## src/logic/iss_pkg.sv

```systemverilog
/*
 * Package for the interrupt source selector: register byte addresses,
 * selector field layout, reset codes, source codes and bus responses.
 * Assumes a 32-bit AXI4-Lite register bus and a 32-entry source vector.
 */
package iss_pkg;

    // ------------------------------------------------------------------
    // Register map
    // ------------------------------------------------------------------
    localparam logic [31:0] ISS_ADDR_SELECT_HIGH = 32'h019c_0000;
    localparam logic [31:0] ISS_ADDR_SELECT_LOW  = 32'h019c_0004;

    // ------------------------------------------------------------------
    // Field layout: six 5-bit fields, bits 15 and 31 unused
    // ------------------------------------------------------------------
    localparam int ISS_SEL_W       = 5;
    localparam int ISS_FIELDS      = 6;
    localparam int ISS_NUM_SRC     = 32;
    localparam int ISS_FIELD_LSB [ISS_FIELDS] = '{0, 5, 10, 16, 21, 26};
    localparam logic [31:0] ISS_USED_MASK = 32'h7fff_7fff;

    // ------------------------------------------------------------------
    // Reset values (lines 4..9 low, 10..15 high)
    // ------------------------------------------------------------------
    localparam logic [31:0] ISS_RESET_LOW  = 32'h2507_18a4;
    localparam logic [31:0] ISS_RESET_HIGH = 32'h0820_2d43;

    // ------------------------------------------------------------------
    // Source codes
    // ------------------------------------------------------------------
    localparam logic [4:0] ISS_SRC_HOST      = 5'h00;
    localparam logic [4:0] ISS_SRC_TIMER0    = 5'h01;
    localparam logic [4:0] ISS_SRC_TIMER1    = 5'h02;
    localparam logic [4:0] ISS_SRC_MEMIF_A   = 5'h03;
    localparam logic [4:0] ISS_SRC_EXT4      = 5'h04;
    localparam logic [4:0] ISS_SRC_DMA       = 5'h08;
    localparam logic [4:0] ISS_SRC_EMU_DMA   = 5'h09;
    localparam logic [4:0] ISS_SRC_EMU_RX    = 5'h0a;
    localparam logic [4:0] ISS_SRC_EMU_TX    = 5'h0b;
    localparam logic [4:0] ISS_SRC_SP0_TX    = 5'h0c;
    localparam logic [4:0] ISS_SRC_SP0_RX    = 5'h0d;
    localparam logic [4:0] ISS_SRC_SP1_TX    = 5'h0e;
    localparam logic [4:0] ISS_SRC_SP1_RX    = 5'h0f;
    localparam logic [4:0] ISS_SRC_GPIO0     = 5'h10;
    localparam logic [4:0] ISS_SRC_SP2_TX    = 5'h11;
    localparam logic [4:0] ISS_SRC_SP2_RX    = 5'h12;
    localparam logic [4:0] ISS_SRC_TIMER2    = 5'h13;
    localparam logic [4:0] ISS_SRC_MEMIF_B   = 5'h14;
    localparam logic [4:0] ISS_SRC_CELL      = 5'h17;
    localparam logic [4:0] ISS_SRC_VITERBI   = 5'h1e;
    localparam logic [4:0] ISS_SRC_TURBO     = 5'h1f;

    // ------------------------------------------------------------------
    // Bus responses
    // ------------------------------------------------------------------
    localparam logic [1:0] ISS_RESP_OKAY   = 2'h0;
    localparam logic [1:0] ISS_RESP_SLVERR = 2'h2;

endpackage : iss_pkg

```

## src/logic/iss_selector.sv

```systemverilog
/*
 * Interrupt source selector: routes 32 peripheral event codes onto the
 * maskable core interrupt lines 4..15 under two AXI4-Lite registers.
 * Assumes all event inputs are synchronous to aclk except the four
 * external interrupt pins, which are synchronised here.
 */
// Operation
// - Lines 0..3 come straight from reset, NMI and two reserved zeros.
// - Lines 4..15 each take their source from their own selector field.
// - Low register fields for lines 4..9 at 4:0,9:5,14:10,20:16,25:21,30:26.
// - High register holds lines 10..15 in the same field layout.
// - Lines 4..9 reset to codes 4,5,6,7,8,9.
// - Lines 10..15 reset to codes 3,10,11,0,1,2.
// - Codes 0..7: host, timer0, timer1, memif A, external pins 4..7.
// - Codes 8..11: DMA done, debug DMA, exchange receive, exchange transmit.
// - Codes 12..20: serial ports, GPIO event 0, timer 2, memif B.
// - Codes 23, 30, 31: cell interface, Viterbi and turbo coprocessors.
// - External pins 4..7 serve as interrupt inputs after reset.
// - Core treats line 0 as highest priority, line 15 lowest.
// - High register at 0x019c0000, low register at 0x019c0004.
`timescale 1ns/1ps

module iss_selector (
    // Clock and reset
    input  wire logic        aclk,
    input  wire logic        aresetn,
    // AXI4-Lite write address
    input  wire logic [31:0] s_axi_awaddr,
    input  wire logic        s_axi_awvalid,
    output logic             s_axi_awready,
    // AXI4-Lite write data
    input  wire logic [31:0] s_axi_wdata,
    input  wire logic [3:0]  s_axi_wstrb,
    input  wire logic        s_axi_wvalid,
    output logic             s_axi_wready,
    // AXI4-Lite write response
    output logic [1:0]       s_axi_bresp,
    output logic             s_axi_bvalid,
    input  wire logic        s_axi_bready,
    // AXI4-Lite read address
    input  wire logic [31:0] s_axi_araddr,
    input  wire logic        s_axi_arvalid,
    output logic             s_axi_arready,
    // AXI4-Lite read data
    output logic [31:0]      s_axi_rdata,
    output logic [1:0]       s_axi_rresp,
    output logic             s_axi_rvalid,
    input  wire logic        s_axi_rready,
    // Fixed sources
    input  wire logic        reset_event,
    input  wire logic        nmi_event,
    // Peripheral event sources
    input  wire logic        host_to_core_irq,
    input  wire logic        timer_zero_irq,
    input  wire logic        timer_one_irq,
    input  wire logic        timer_two_irq,
    input  wire logic        memif_a_refresh_timer_irq,
    input  wire logic        memif_b_refresh_timer_irq,
    input  wire logic [3:0]  external_irq_pins,
    input  wire logic        dma_completion_irq,
    input  wire logic        emulation_debug_dma_event,
    input  wire logic        emulation_exchange_rx,
    input  wire logic        emulation_exchange_tx,
    input  wire logic        serial_port0_tx_irq,
    input  wire logic        serial_port0_rx_irq,
    input  wire logic        serial_port1_tx_irq,
    input  wire logic        serial_port1_rx_irq,
    input  wire logic        serial_port2_tx_irq,
    input  wire logic        serial_port2_rx_irq,
    input  wire logic        gpio_event_zero,
    input  wire logic        cell_interface_irq,
    input  wire logic        viterbi_coproc_irq,
    input  wire logic        turbo_coproc_irq,
    // Core interrupt lines, 0 highest priority
    output logic [15:0]      core_irq
);

    // ------------------------------------------------------------------
    // Selector registers
    // ------------------------------------------------------------------
    logic [31:0] select_low_reg;
    logic [31:0] select_high_reg;

    // Field of a line within its register
    function automatic logic [4:0] iss_field(input logic [31:0] r,
                                             input int          idx);
        iss_field = r[iss_pkg::ISS_FIELD_LSB[idx] +: iss_pkg::ISS_SEL_W];
    endfunction : iss_field

    // Merge a write under byte strobes, unused bits kept at zero
    function automatic logic [31:0] iss_merge(input logic [31:0] old,
                                              input logic [31:0] data,
                                              input logic [3:0]  strb);
        logic [31:0] m;
        m = old;
        for (int b = 0; b < 4; b++) begin
            if (strb[b]) begin
                m[b*8 +: 8] = data[b*8 +: 8];
            end
        end
        iss_merge = m & iss_pkg::ISS_USED_MASK;
    endfunction : iss_merge

    // ------------------------------------------------------------------
    // External pin synchroniser
    // ------------------------------------------------------------------
    logic [3:0] ext_meta_reg;
    logic [3:0] ext_sync_reg;

    always_ff @(posedge aclk) begin
        if (!aresetn) begin
            ext_meta_reg <= 4'h0;
            ext_sync_reg <= 4'h0;
        end else begin
            ext_meta_reg <= external_irq_pins;
            ext_sync_reg <= ext_meta_reg;
        end
    end

    // ------------------------------------------------------------------
    // Source vector
    // ------------------------------------------------------------------
    logic [31:0] src_vec;

    always_comb begin
        src_vec = 32'h0000_0000;
        src_vec[iss_pkg::ISS_SRC_HOST]    = host_to_core_irq;
        src_vec[iss_pkg::ISS_SRC_TIMER0]  = timer_zero_irq;
        src_vec[iss_pkg::ISS_SRC_TIMER1]  = timer_one_irq;
        src_vec[iss_pkg::ISS_SRC_MEMIF_A] = memif_a_refresh_timer_irq;
        for (int p = 0; p < 4; p++) begin
            src_vec[int'(iss_pkg::ISS_SRC_EXT4) + p] = ext_sync_reg[p];
        end
        src_vec[iss_pkg::ISS_SRC_DMA]     = dma_completion_irq;
        src_vec[iss_pkg::ISS_SRC_EMU_DMA] = emulation_debug_dma_event;
        src_vec[iss_pkg::ISS_SRC_EMU_RX]  = emulation_exchange_rx;
        src_vec[iss_pkg::ISS_SRC_EMU_TX]  = emulation_exchange_tx;
        src_vec[iss_pkg::ISS_SRC_SP0_TX]  = serial_port0_tx_irq;
        src_vec[iss_pkg::ISS_SRC_SP0_RX]  = serial_port0_rx_irq;
        src_vec[iss_pkg::ISS_SRC_SP1_TX]  = serial_port1_tx_irq;
        src_vec[iss_pkg::ISS_SRC_SP1_RX]  = serial_port1_rx_irq;
        src_vec[iss_pkg::ISS_SRC_GPIO0]   = gpio_event_zero;
        src_vec[iss_pkg::ISS_SRC_SP2_TX]  = serial_port2_tx_irq;
        src_vec[iss_pkg::ISS_SRC_SP2_RX]  = serial_port2_rx_irq;
        src_vec[iss_pkg::ISS_SRC_TIMER2]  = timer_two_irq;
        src_vec[iss_pkg::ISS_SRC_MEMIF_B] = memif_b_refresh_timer_irq;
        src_vec[iss_pkg::ISS_SRC_CELL]    = cell_interface_irq;
        src_vec[iss_pkg::ISS_SRC_VITERBI] = viterbi_coproc_irq;
        src_vec[iss_pkg::ISS_SRC_TURBO]   = turbo_coproc_irq;
    end

    // ------------------------------------------------------------------
    // Core interrupt lines
    // ------------------------------------------------------------------
    logic [15:0] core_irq_next;

    always_comb begin
        core_irq_next    = 16'h0000;
        core_irq_next[0] = reset_event;
        core_irq_next[1] = nmi_event;
        for (int f = 0; f < iss_pkg::ISS_FIELDS; f++) begin
            core_irq_next[4 + f]  =
                src_vec[iss_field(select_low_reg, f)];
            core_irq_next[10 + f] =
                src_vec[iss_field(select_high_reg, f)];
        end
    end

    // Line order carries priority; core resolves it
    always_ff @(posedge aclk) begin
        if (!aresetn) begin
            core_irq <= 16'h0000;
        end else begin
            core_irq <= core_irq_next;
        end
    end

    // ------------------------------------------------------------------
    // Write channel
    // ------------------------------------------------------------------
    logic        aw_held_reg;
    logic [31:0] aw_addr_reg;
    logic        w_held_reg;
    logic [31:0] w_data_reg;
    logic [3:0]  w_strb_reg;
    logic        do_write;
    logic        wr_hit_low;
    logic        wr_hit_high;

    assign do_write    = aw_held_reg && w_held_reg && !s_axi_bvalid;
    assign wr_hit_low  = aw_addr_reg[31:2]
                         == iss_pkg::ISS_ADDR_SELECT_LOW[31:2];
    assign wr_hit_high = aw_addr_reg[31:2]
                         == iss_pkg::ISS_ADDR_SELECT_HIGH[31:2];

    always_ff @(posedge aclk) begin
        if (!aresetn) begin
            aw_held_reg   <= 1'b0;
            aw_addr_reg   <= 32'h0000_0000;
            s_axi_awready <= 1'b0;
        end else if (do_write) begin
            aw_held_reg   <= 1'b0;
            s_axi_awready <= 1'b0;
        end else if (s_axi_awvalid && s_axi_awready) begin
            aw_held_reg   <= 1'b1;
            aw_addr_reg   <= s_axi_awaddr;
            s_axi_awready <= 1'b0;
        end else begin
            s_axi_awready <= !aw_held_reg && !s_axi_bvalid;
        end
    end

    always_ff @(posedge aclk) begin
        if (!aresetn) begin
            w_held_reg   <= 1'b0;
            w_data_reg   <= 32'h0000_0000;
            w_strb_reg   <= 4'h0;
            s_axi_wready <= 1'b0;
        end else if (do_write) begin
            w_held_reg   <= 1'b0;
            s_axi_wready <= 1'b0;
        end else if (s_axi_wvalid && s_axi_wready) begin
            w_held_reg   <= 1'b1;
            w_data_reg   <= s_axi_wdata;
            w_strb_reg   <= s_axi_wstrb;
            s_axi_wready <= 1'b0;
        end else begin
            s_axi_wready <= !w_held_reg && !s_axi_bvalid;
        end
    end

    always_ff @(posedge aclk) begin
        if (!aresetn) begin
            s_axi_bvalid <= 1'b0;
            s_axi_bresp  <= iss_pkg::ISS_RESP_OKAY;
        end else if (do_write) begin
            s_axi_bvalid <= 1'b1;
            s_axi_bresp  <= (wr_hit_low || wr_hit_high)
                            ? iss_pkg::ISS_RESP_OKAY
                            : iss_pkg::ISS_RESP_SLVERR;
        end else if (s_axi_bready) begin
            s_axi_bvalid <= 1'b0;
        end
    end

    // ------------------------------------------------------------------
    // Selector register update
    // ------------------------------------------------------------------
    always_ff @(posedge aclk) begin
        if (!aresetn) begin
            select_low_reg <= iss_pkg::ISS_RESET_LOW;
        end else if (do_write && wr_hit_low) begin
            select_low_reg <= iss_merge(select_low_reg, w_data_reg,
                                        w_strb_reg);
        end
    end

    always_ff @(posedge aclk) begin
        if (!aresetn) begin
            select_high_reg <= iss_pkg::ISS_RESET_HIGH;
        end else if (do_write && wr_hit_high) begin
            select_high_reg <= iss_merge(select_high_reg, w_data_reg,
                                         w_strb_reg);
        end
    end

    // ------------------------------------------------------------------
    // Read channel
    // ------------------------------------------------------------------
    always_ff @(posedge aclk) begin
        if (!aresetn) begin
            s_axi_arready <= 1'b0;
        end else begin
            s_axi_arready <= !s_axi_arready && !s_axi_rvalid
                             && s_axi_arvalid;
        end
    end

    always_ff @(posedge aclk) begin
        if (!aresetn) begin
            s_axi_rvalid <= 1'b0;
            s_axi_rdata  <= 32'h0000_0000;
            s_axi_rresp  <= iss_pkg::ISS_RESP_OKAY;
        end else if (s_axi_arvalid && s_axi_arready) begin
            s_axi_rvalid <= 1'b1;
            if (s_axi_araddr[31:2]
                == iss_pkg::ISS_ADDR_SELECT_LOW[31:2]) begin
                s_axi_rdata <= select_low_reg;
                s_axi_rresp <= iss_pkg::ISS_RESP_OKAY;
            end else if (s_axi_araddr[31:2]
                         == iss_pkg::ISS_ADDR_SELECT_HIGH[31:2]) begin
                s_axi_rdata <= select_high_reg;
                s_axi_rresp <= iss_pkg::ISS_RESP_OKAY;
            end else begin
                s_axi_rdata <= 32'h0000_0000;
                s_axi_rresp <= iss_pkg::ISS_RESP_SLVERR;
            end
        end else if (s_axi_rready) begin
            s_axi_rvalid <= 1'b0;
        end
    end

endmodule : iss_selector

```

## config.mk

```make
export PLATFORM = sky130hd
export DESIGN_NAME = iss_selector
export DESIGN_NICKNAME = d
export VERILOG_FILES = /design/src/logic/iss_pkg.sv /design/src/logic/iss_selector.sv
export SDC_FILE = /design/constraint.sdc
export NUM_CORES = 1
export LEC_CHECK = 0
export ABC_AREA = 1
export BUFFER_PORTS_ARGS = -buffer_cell sky130_fd_sc_hd__buf_2
export CAP_MARGIN = 25
export CORE_MARGIN = 1
export CORE_UTILIZATION = 49
export DETAILED_ROUTE_END_ITERATION = 16
export PLACE_DENSITY = 0.72
export SYNTH_ARGS = -nofsm -noshare
export SYNTH_HDL_FRONTEND = slang
export SYNTH_SLANG_ARGS = --single-unit
```

## constraint.sdc

```tcl
create_clock -name aclk -period 2.2 [get_ports aclk]
set_clock_uncertainty 0.05 [all_clocks]
set_input_delay 0.44 -clock aclk [delete_from_list [all_inputs] [get_ports aclk]]
set_output_delay 0.44 -clock aclk [all_outputs]
set_load 0.005 [all_outputs]
```

==> results of run 1 <==
layer usage:
metal  vias to the layer above  part of all wire (%)
met5                         -                     0
met4                         0                   2.5
met3                        65                    10
met2                       571                    43
met1                      5163                    44
li1                       5766                     -
power breakdown:
group | internal [mW] | switching (mW) | leakage (nW) | total [mW]
logic | 0.302 | 0.508 | 4.50 | 0.810
clock network | 1.56 | 1.62 | 0.295 | 3.18
registers | 3.50 | 0.117 | 1.51 | 3.61
total | 5.36 | 2.24 | 6.30 | 7.61
layout by cell type, fill, tap and decap left out, drive strengths merged, types with 2 or more instances in the layout:
cell,instances
o211ai,25
nand3,258
nand2,423
inv,157
clkbuf,17
o21ai,123
buf,210
nor3,5
conb,6
dfxtp,185
clkinv,12
a21oi,65
a31oi,2
nor2,339
nand4,29
worst max-delay path, stage by stage, from the launching register on:
cell,delay [ps]
dfxtp_1,370
inv_2,90
nand3_4,120
nor3_4,480
nand3_2,400
nor2_1,220
nor2_1,70
cell type report:
type,count,area share [%]
multi-input combinational,1278,46.7
sequential,185,30.5
timing repair buffer,210,10.1
inverter,155,4.79
clock buffer,17,3.50
tap,275,2.83
clock inverter,15,1.61
stage by stage:
step	hold slack, ps	cells
floorplan	340	1735
global placement	346	2103
detailed placement	359	2103
CTS	118	2135
global route	126	2135
finish	125	2135
logic make-up (layout without fill, tap and decap cells):
group	Yosys count	after routing	share of synthesized area, %
DFF	185	185	35.3
buffers and inverters	272	397	10.9
other	1	6	0.0358
AOI/OAI and AO/OA	217	217	11.0
and+or+nand+nor	1055	1055	42.7
worst paths after layout:
check	slack, ps	depth (start not counted)	from	to
worst max register to register	280	6	s_axi_bvalid	select_high_reg[18]
worst min-delay path	120	3	reset_event	core_irq[0]
worst min register to register	370	2	ext_meta_reg[2]	ext_sync_reg[2]
worst max-delay path	280	6	s_axi_bvalid	select_high_reg[18]
==> impl_metrics.ini, run 1 <==
[floorplanning]
die_h_um = 148
die-area_um2 = 22000
die_w_um = 148
core_um2 = 21000
rows = 53
ios = 190
start_util_pct = 49.8

[power]
p_leak_nw = 6.30
p_per_area_nw_per_um2 = 626
total_power_mw = 7.61
irDropWorstVdd_mv = 0.519

[cts]
ctsHtreeMaxLevel = 4
cts_hold_buffers = 0
clk_pin_slew_ps = 80
cts_tree = done
cts_resized = 0
tritoncts.num_buffers = 17
clkSinkCount = 185
cts_setup_buffers = 0
clk_latency_ps = 440
cts_buffer_depth = 2
clockRootBuffer = clkbuf_16

[setup_path]
end_kind = flip-flop
critPathLaunchType = flip-flop
critPathKind = flip-flop to flip-flop
crit_required_ps = 2480
arrival_ps = 2200
critPathMaxFanout = 15

[place]
dp_slack_ps = 351
routabilityCongestion = 0.944
place_area_um2 = 11500
dp_hpwl_um = 22700
io_buffers = 177

[global_routing]
grt_pass1_wl_um = 52700
grt_most_used_layer = met2
grt_max_degree = 108
grt_use_met1_pct = 42.4
gr-usage-met2_pct = 46.8
grt-ovfl-total = 0
antenna_found_initial = 0
use_met3_pct = 6.04
grt_pass1_vias = 10200
track_usage_pct = 30.5

[routing]
drt-total-wl_um = 33300
route.detailed.wl_per_inst_um = 15.6
vias = 11600
viasPerCell = 5.42
antenna_left = 0
drtPass1Iterations = 6
drt_iter0_markers = 1271
drc_errors = 0

[sta]
setup_ws_ps = 280
setup_viol = 0
slew_headroom_pct = 54.4
timing.final.crit_share_pct = 87.3
tns_ps = 0
drv_slew = 0
finalHoldViolations = 0
min_period_ps = 1920
fmax_mhz = 521
rsz0062_at_grt = no
tightest_slew_ps = 683

[run]
maxCapViolCount = 0

[worst_hold_path]
hp-class = input port to flip-flop

[synth]
ys_seq_area_share_pct = 35.3
synthFlopType = dfxtp_1
synth_edf_count = 0
yosys-top-cells-area = dfxtp_1 (35%), nand2_1 (15%), nor2_1 (12%)
synthTopCellsByCount = nand2_1 (423), nor2_1 (336), nand3_1 (249)
synth_top_area_share_pct = 35.3
async_flop_share_pct = 0
synthCells = 1730
yosys_warnings = 0
yosysMostFrequentCell = nand2_1
syn_area_um2 = 10500
synth-seq-cells = 185
synth_area_leader_cell = dfxtp_1
yosysUniqueCellTypes = 27
avgSynthCellArea_um2 = 6.06

[status]
status = finished, final reports clean

[layout]
antenna_cells = 0
drive_gt1_share_pct = 14.1
area_delta_synth_final_pct = 15.9
utilization_pct = 57.8
nNetsFinal = 1980
seq_area_um2 = 3700
nFillCells = 2149
final_area_um2 = 12100
multiInputGateArea_um2 = 5670
(Power assumes the default switching activity.)
==> inputs of run 2 (changes only) <==
- ABC_AREA: 1 -> default
- CORE_MARGIN: 1 -> default
- clock period: 2.2 -> 2.3 ns (I/O delays scaled with it)
==> impl_metrics.ini, run 2 <==
[synth]
synthCells = 1095
synth_area_leader_cell = dfxtp_1
avgSynthCellArea_um2 = 9.19
synth_edf_count = 0
synthFlopType = dfxtp_1
async_flop_share_pct = 0
syn_area_um2 = 10100
synth-seq-cells = 185
ys_seq_area_share_pct = 36.8
synth_top_area_share_pct = 36.8
yosysMostFrequentCell = nand2_1
yosys-top-cells-area = dfxtp_1 (37%), mux2i_1 (13%), mux4_2 (13%)
synthTopCellsByCount = nand2_1 (241), dfxtp_1 (185), mux2i_1 (132)
yosys_warnings = 0
yosysUniqueCellTypes = 47

[layout]
nNetsFinal = 1340
nFillCells = 1814
layout_common_cells = nand2_1 (241), dfxtp_1 (185), buf_2 (177)
multiInputGateArea_um2 = 5840
layout.cells.most_common = nand2_1
drive_gt1_share_pct = 26.6
area_delta_synth_final_pct = 16.4
seq_area_um2 = 3700

[power]
p_leak_nw = 4.52
p_per_area_nw_per_um2 = 593
irDropWorstVdd_mv = 0.503

[routing]
vias = 8543
viasPerCell = 5.72
drc_errors = 0
drtPass1Iterations = 5
route.detailed.wl_per_inst_um = 17.9
drt_iter0_markers = 684
antenna_left = 0
drt-total-wl_um = 26700

[floorplanning]
start_util_pct = 49.9
die_w_um = 145
rows = 52
core_um2 = 20200
die-area_um2 = 21100
ios = 190
die_h_um = 145

[status]
status = finished, final reports clean

[setup_path]
timing.critical_path.buf_inv = 2
critPathLaunchType = flip-flop
critPathMaxFanout = 34
critPathKind = flip-flop to flip-flop
path_cells = nand3b_2, buf_4, nand3_1, buf_4, nand2_1, a21oi_1
arrival_ps = 2350
reg2reg_to = w_data_reg[10]
r2r_slack_ps = 270
crit_required_ps = 2630
r2r-start = s_axi_bvalid
timing.critical_path.from = s_axi_bvalid
rr_worst_depth = 6
max_stage_delay_ps = 570
end_kind = flip-flop
crit_top_cell = buf_4
critPathSlowestCell = nand3b_2
critPathTopFamily = simple AND/OR/NAND/NOR gates

[sta]
drv_slew = 0
rsz0062_at_grt = no
finalHoldViolations = 0
tns_ps = 0
tightest_slew_ps = 625
setup_viol = 0
slew_headroom_pct = 58.3
setup_ws_ps = 274
min_period_ps = 2030
timing.final.crit_share_pct = 88.1
fmax_mhz = 494

[cts]
cts_setup_buffers = 0
tritoncts.num_buffers = 17
ctsHtreeMaxLevel = 4
cts_tree = done
clk_pin_slew_ps = 70
cts_resized = 0
clk_latency_ps = 450
cts_hold_buffers = 0
clkSinkCount = 185
cts_buffer_depth = 2
clockRootBuffer = clkbuf_16

[global_routing]
grt_max_degree = 94
track_usage_pct = 25.5
antenna_found_initial = 6
grt-ovfl-total = 0
grt_pass1_vias = 8108
grt_pass1_wl_um = 42600

[place]
routabilityCongestion = 0.883
dp_slack_ps = 270
dp_hpwl_um = 18400
io_buffers = 177

[worst_hold_path]
whs_path_depth = 2
worstHoldStart = nmi_event
min_to = core_irq[1]
hp-class = input port to flip-flop

[run]
maxCapViolCount = 0
run 2: changes by cell type after synthesis, sizes merged, moves of 21 or more:
cell	before	now
nor2	339	51
nand3	258	15
nand2	423	241
inv	151	12
mux2i	0	132
o21ai	123	8
mux4	0	58
a21oi	65	99
or3	0	30
nand4	29	3
clkbuf	75	100
nor4	0	21
run 2: layout make-up:
cell class	instances	area share, %
antenna	3	0.0641
tap	270	2.88
sequential	185	31.6
clock inverter	15	1.39
multi-input combinational	780	49.8
timing repair buffer	211	10.2
inverter	12	0.406
clock buffer	17	3.63
run 2: worst max path at each step:
stage / to / slack (ps) / cells past startpoint
2_1_floorplan: select_high_reg[11] / 360 / 5
3_3_place_gp: core_irq[5] / 310 / 5
3_5_place_dp: core_irq[5] / 270 / 5
4_1_cts: w_data_reg[0] / 240 / 6
5_1_grt: w_data_reg[5] / 70 / 6
6_report: w_data_reg[10] / 270 / 6
run 2: kinds of logic after synthesis:
family / Yosys count / share of synthesized area (%)
simple gates: 416 / 21.0
other cells: 1 / 0.0373
mux: 198 / 27.0
compound gates: 160 / 9.82
flops: 185 / 36.8
buf+inv: 135 / 5.39
run 2: per-stage QoR:
step | area (um2) | util, % | cells | power, mW | hold slack, ps
after floorplan | 10100 | - | 1100 | 3.85 | 362
after global placement | 11100 | 55.1 | 1458 | 4.10 | 366
after detailed placement | 11100 | 55.1 | 1458 | 4.12 | 372
after CTS | 11700 | 58.0 | 1490 | 6.99 | 160
after global routing | 11700 | 58.1 | 1492 | 7.20 | 167
final | 11700 | 58.1 | 1493 | 6.94 | 171
run 2: power by group:
| group | leakage [nW] | total [mW] | internal (mW) | switching [mW] |
|---|---|---|---|---|
| clock | 0.288 | 2.90 | 1.45 | 1.44 |
| combinational | 2.73 | 0.694 | 0.314 | 0.380 |
| sequential | 1.50 | 3.35 | 3.28 | 0.0696 |
run 2: layer usage:
layer	track usage (%)	vias to the layer above	part of all wire, %
met2	39.9	381	45
met3	7.61	40	9.6
met1	33.8	4005	43
met4	7.84	6	1.7
met5	2.50	-	0.36
li1	-	4111	-
==> inputs of run 3 (changes only) <==
--- a/config.mk
+++ b/config.mk
@@ -9,2 +9,3 @@
 export CAP_MARGIN = 25
+export CORE_MARGIN = 2
 export CORE_UTILIZATION = 49
--- a/constraint.sdc
+++ b/constraint.sdc
@@ -4,2 +4,2 @@
 set_output_delay 0.46 -clock aclk [all_outputs]
-set_load 0.005 [all_outputs]
+set_load 0.05 [all_outputs]
==> impl_metrics.ini, run 3 (same netlist as run 2, synthesis figures left out) <==
[place]
place_area_um2 = 11100
dp_hpwl_um = 18400
io_buffers = 177
routabilityCongestion = 0.863

[routing]
viasPerCell = 5.72
vias = 8503
antenna_left = 0
route.detailed.wl_per_inst_um = 17.9
drc_errors = 0
drt-total-wl_um = 26700
drt_iter0_markers = 684
drtPass1Iterations = 5

[setup_path]
rr_worst_depth = 4
max_stage_delay_ps = 680
r2r-start = aw_addr_reg[15]
critPathKind = flip-flop to flip-flop
crit_required_ps = 2580
critPathLaunchType = flip-flop
critPathMaxFanout = 10
path_cells = nor4b_4, nand4_4, or4_4, mux2i_1
arrival_ps = 2300
reg2reg_to = select_high_reg[11]
critPathTopFamily = simple AND/OR/NAND/NOR gates
timing.critical_path.buf_inv = 0
r2r_slack_ps = 280
end_kind = flip-flop
critPathSlowestCell = or4_4

[floorplanning]
die_h_um = 147
die_w_um = 147
ios = 190
start_util_pct = 49.9
core_um2 = 20200
rows = 52
die-area_um2 = 21700

[sta]
tightest_slew_ps = 971
setup_viol = 0
fmax_mhz = 496
drv_slew = 0
rsz0062_at_grt = no
timing.final.crit_share_pct = 87.7
slew_headroom_pct = 35.3
finalHoldViolations = 0
tns_ps = 0
min_period_ps = 2020

[cts]
cts_resized = 0
cts_setup_buffers = 0
cts_tree = done
cts_hold_buffers = 0
ctsHtreeMaxLevel = 4
tritoncts.num_buffers = 17
clkSinkCount = 185
clk_pin_slew_ps = 80
clockRootBuffer = clkbuf_16
clk_latency_ps = 450
cts_buffer_depth = 2

[run]
maxCapViolCount = 0

[power]
p_switching_mw = 2.01
p_per_area_nw_per_um2 = 605
irDropWorstVdd_mv = 0.520
p_leak_nw = 4.50
seqPwrFrac_pct = 47.4
internal-power_mw = 5.07
pwr-share-clk_pct = 41.6
netSwitchingFraction_pct = 28.4
combPwrFrac_pct = 11.0

[global_routing]
grt_max_degree = 94
track_usage_pct = 24.8
grt_pass1_wl_um = 42800
grt_pass1_vias = 8173
grt-ovfl-total = 0
antenna_found_initial = 4

[layout]
layout.cells.most_common = nand2_1
nNetsFinal = 1335
multiInputGateArea_um2 = 5840
nFillCells = 1817
drive_gt1_share_pct = 26.3
utilization_pct = 58.0
seq_area_um2 = 3700
area_delta_synth_final_pct = 16.2
layout_common_cells = nand2_1 (241), dfxtp_1 (185), buf_2 (177)
final_area_um2 = 11700

[worst_hold_path]
hp-class = input port to flip-flop
whs_path_depth = 2
min_to = ext_meta_reg[2]
worstHoldStart = external_irq_pins[2]

[status]
status = finished, final reports clean
## run 3: cell count changes in the layout (fill, tap and decap cells not counted)
cell	delta
diode_2	-1
inv_8	-1
buf_12	-1
inv_6	+1
buf_4	-5
clkinv_2	-1
clkinv_8	+2
clkinv_4	-1
buf_16	+1
## run 3: power groups by stage
stage	Clock, mW	Combinational, mW	Sequential, mW
floorplan	0	0.466	3.47
global placement	0	0.758	3.42
detailed placement	0	0.775	3.43
CTS	3.01	0.777	3.35
global route	3.14	0.847	3.36
finish	2.95	0.779	3.35
## run 3: per-layer routing
metal  GRT usage (%)  vias up  share of wire, %
met1            33.4     4006                43
met5               0        -              0.11
met4            7.74        4               1.7
met3            8.48       38                10
li1                -     4093                 -
met2            37.8      362                45
## run 3: stage by stage
step	setup slack (ps)	instances	hold slack, ps	total power [mW]
6_report	283	1487	170	7.08
5_1_grt	188	1486	170	7.36
4_1_cts	265	1485	158	7.14
3_5_place_dp	269	1453	373	4.20
3_3_place_gp	307	1452	367	4.18
2_1_floorplan	188	1100	362	3.93
## run 3: worst max-delay path by stage
stage,from,to,cells past startpoint
2_1_floorplan,s_axi_bvalid,select_low_reg[10],4
3_3_place_gp,aw_addr_reg[15],select_high_reg[11],4
3_5_place_dp,memif_a_refresh_timer_irq,core_irq[11],5
4_1_cts,aw_addr_reg[15],select_high_reg[11],4
5_1_grt,aw_addr_reg[15],select_high_reg[8],4
6_report,aw_addr_reg[15],select_high_reg[11],4
## run 3: cell type report
class | count | area share (%)
multi-input cells | 780 | 49.9
flip-flops and latches | 185 | 31.7
repair buffers | 206 | 9.93
clock buffers | 17 | 3.64
well taps | 270 | 2.89
clock inverters | 15 | 1.53
inverters | 12 | 0.406
diodes | 2 | 0.0428
## run 3: worst register-to-register path, cell delays in order (launching register included)
cell and delay (ps):
dfxtp_1 340, nor4b_4 330, nand4_4 360, or4_4 680, mux2i_1 140
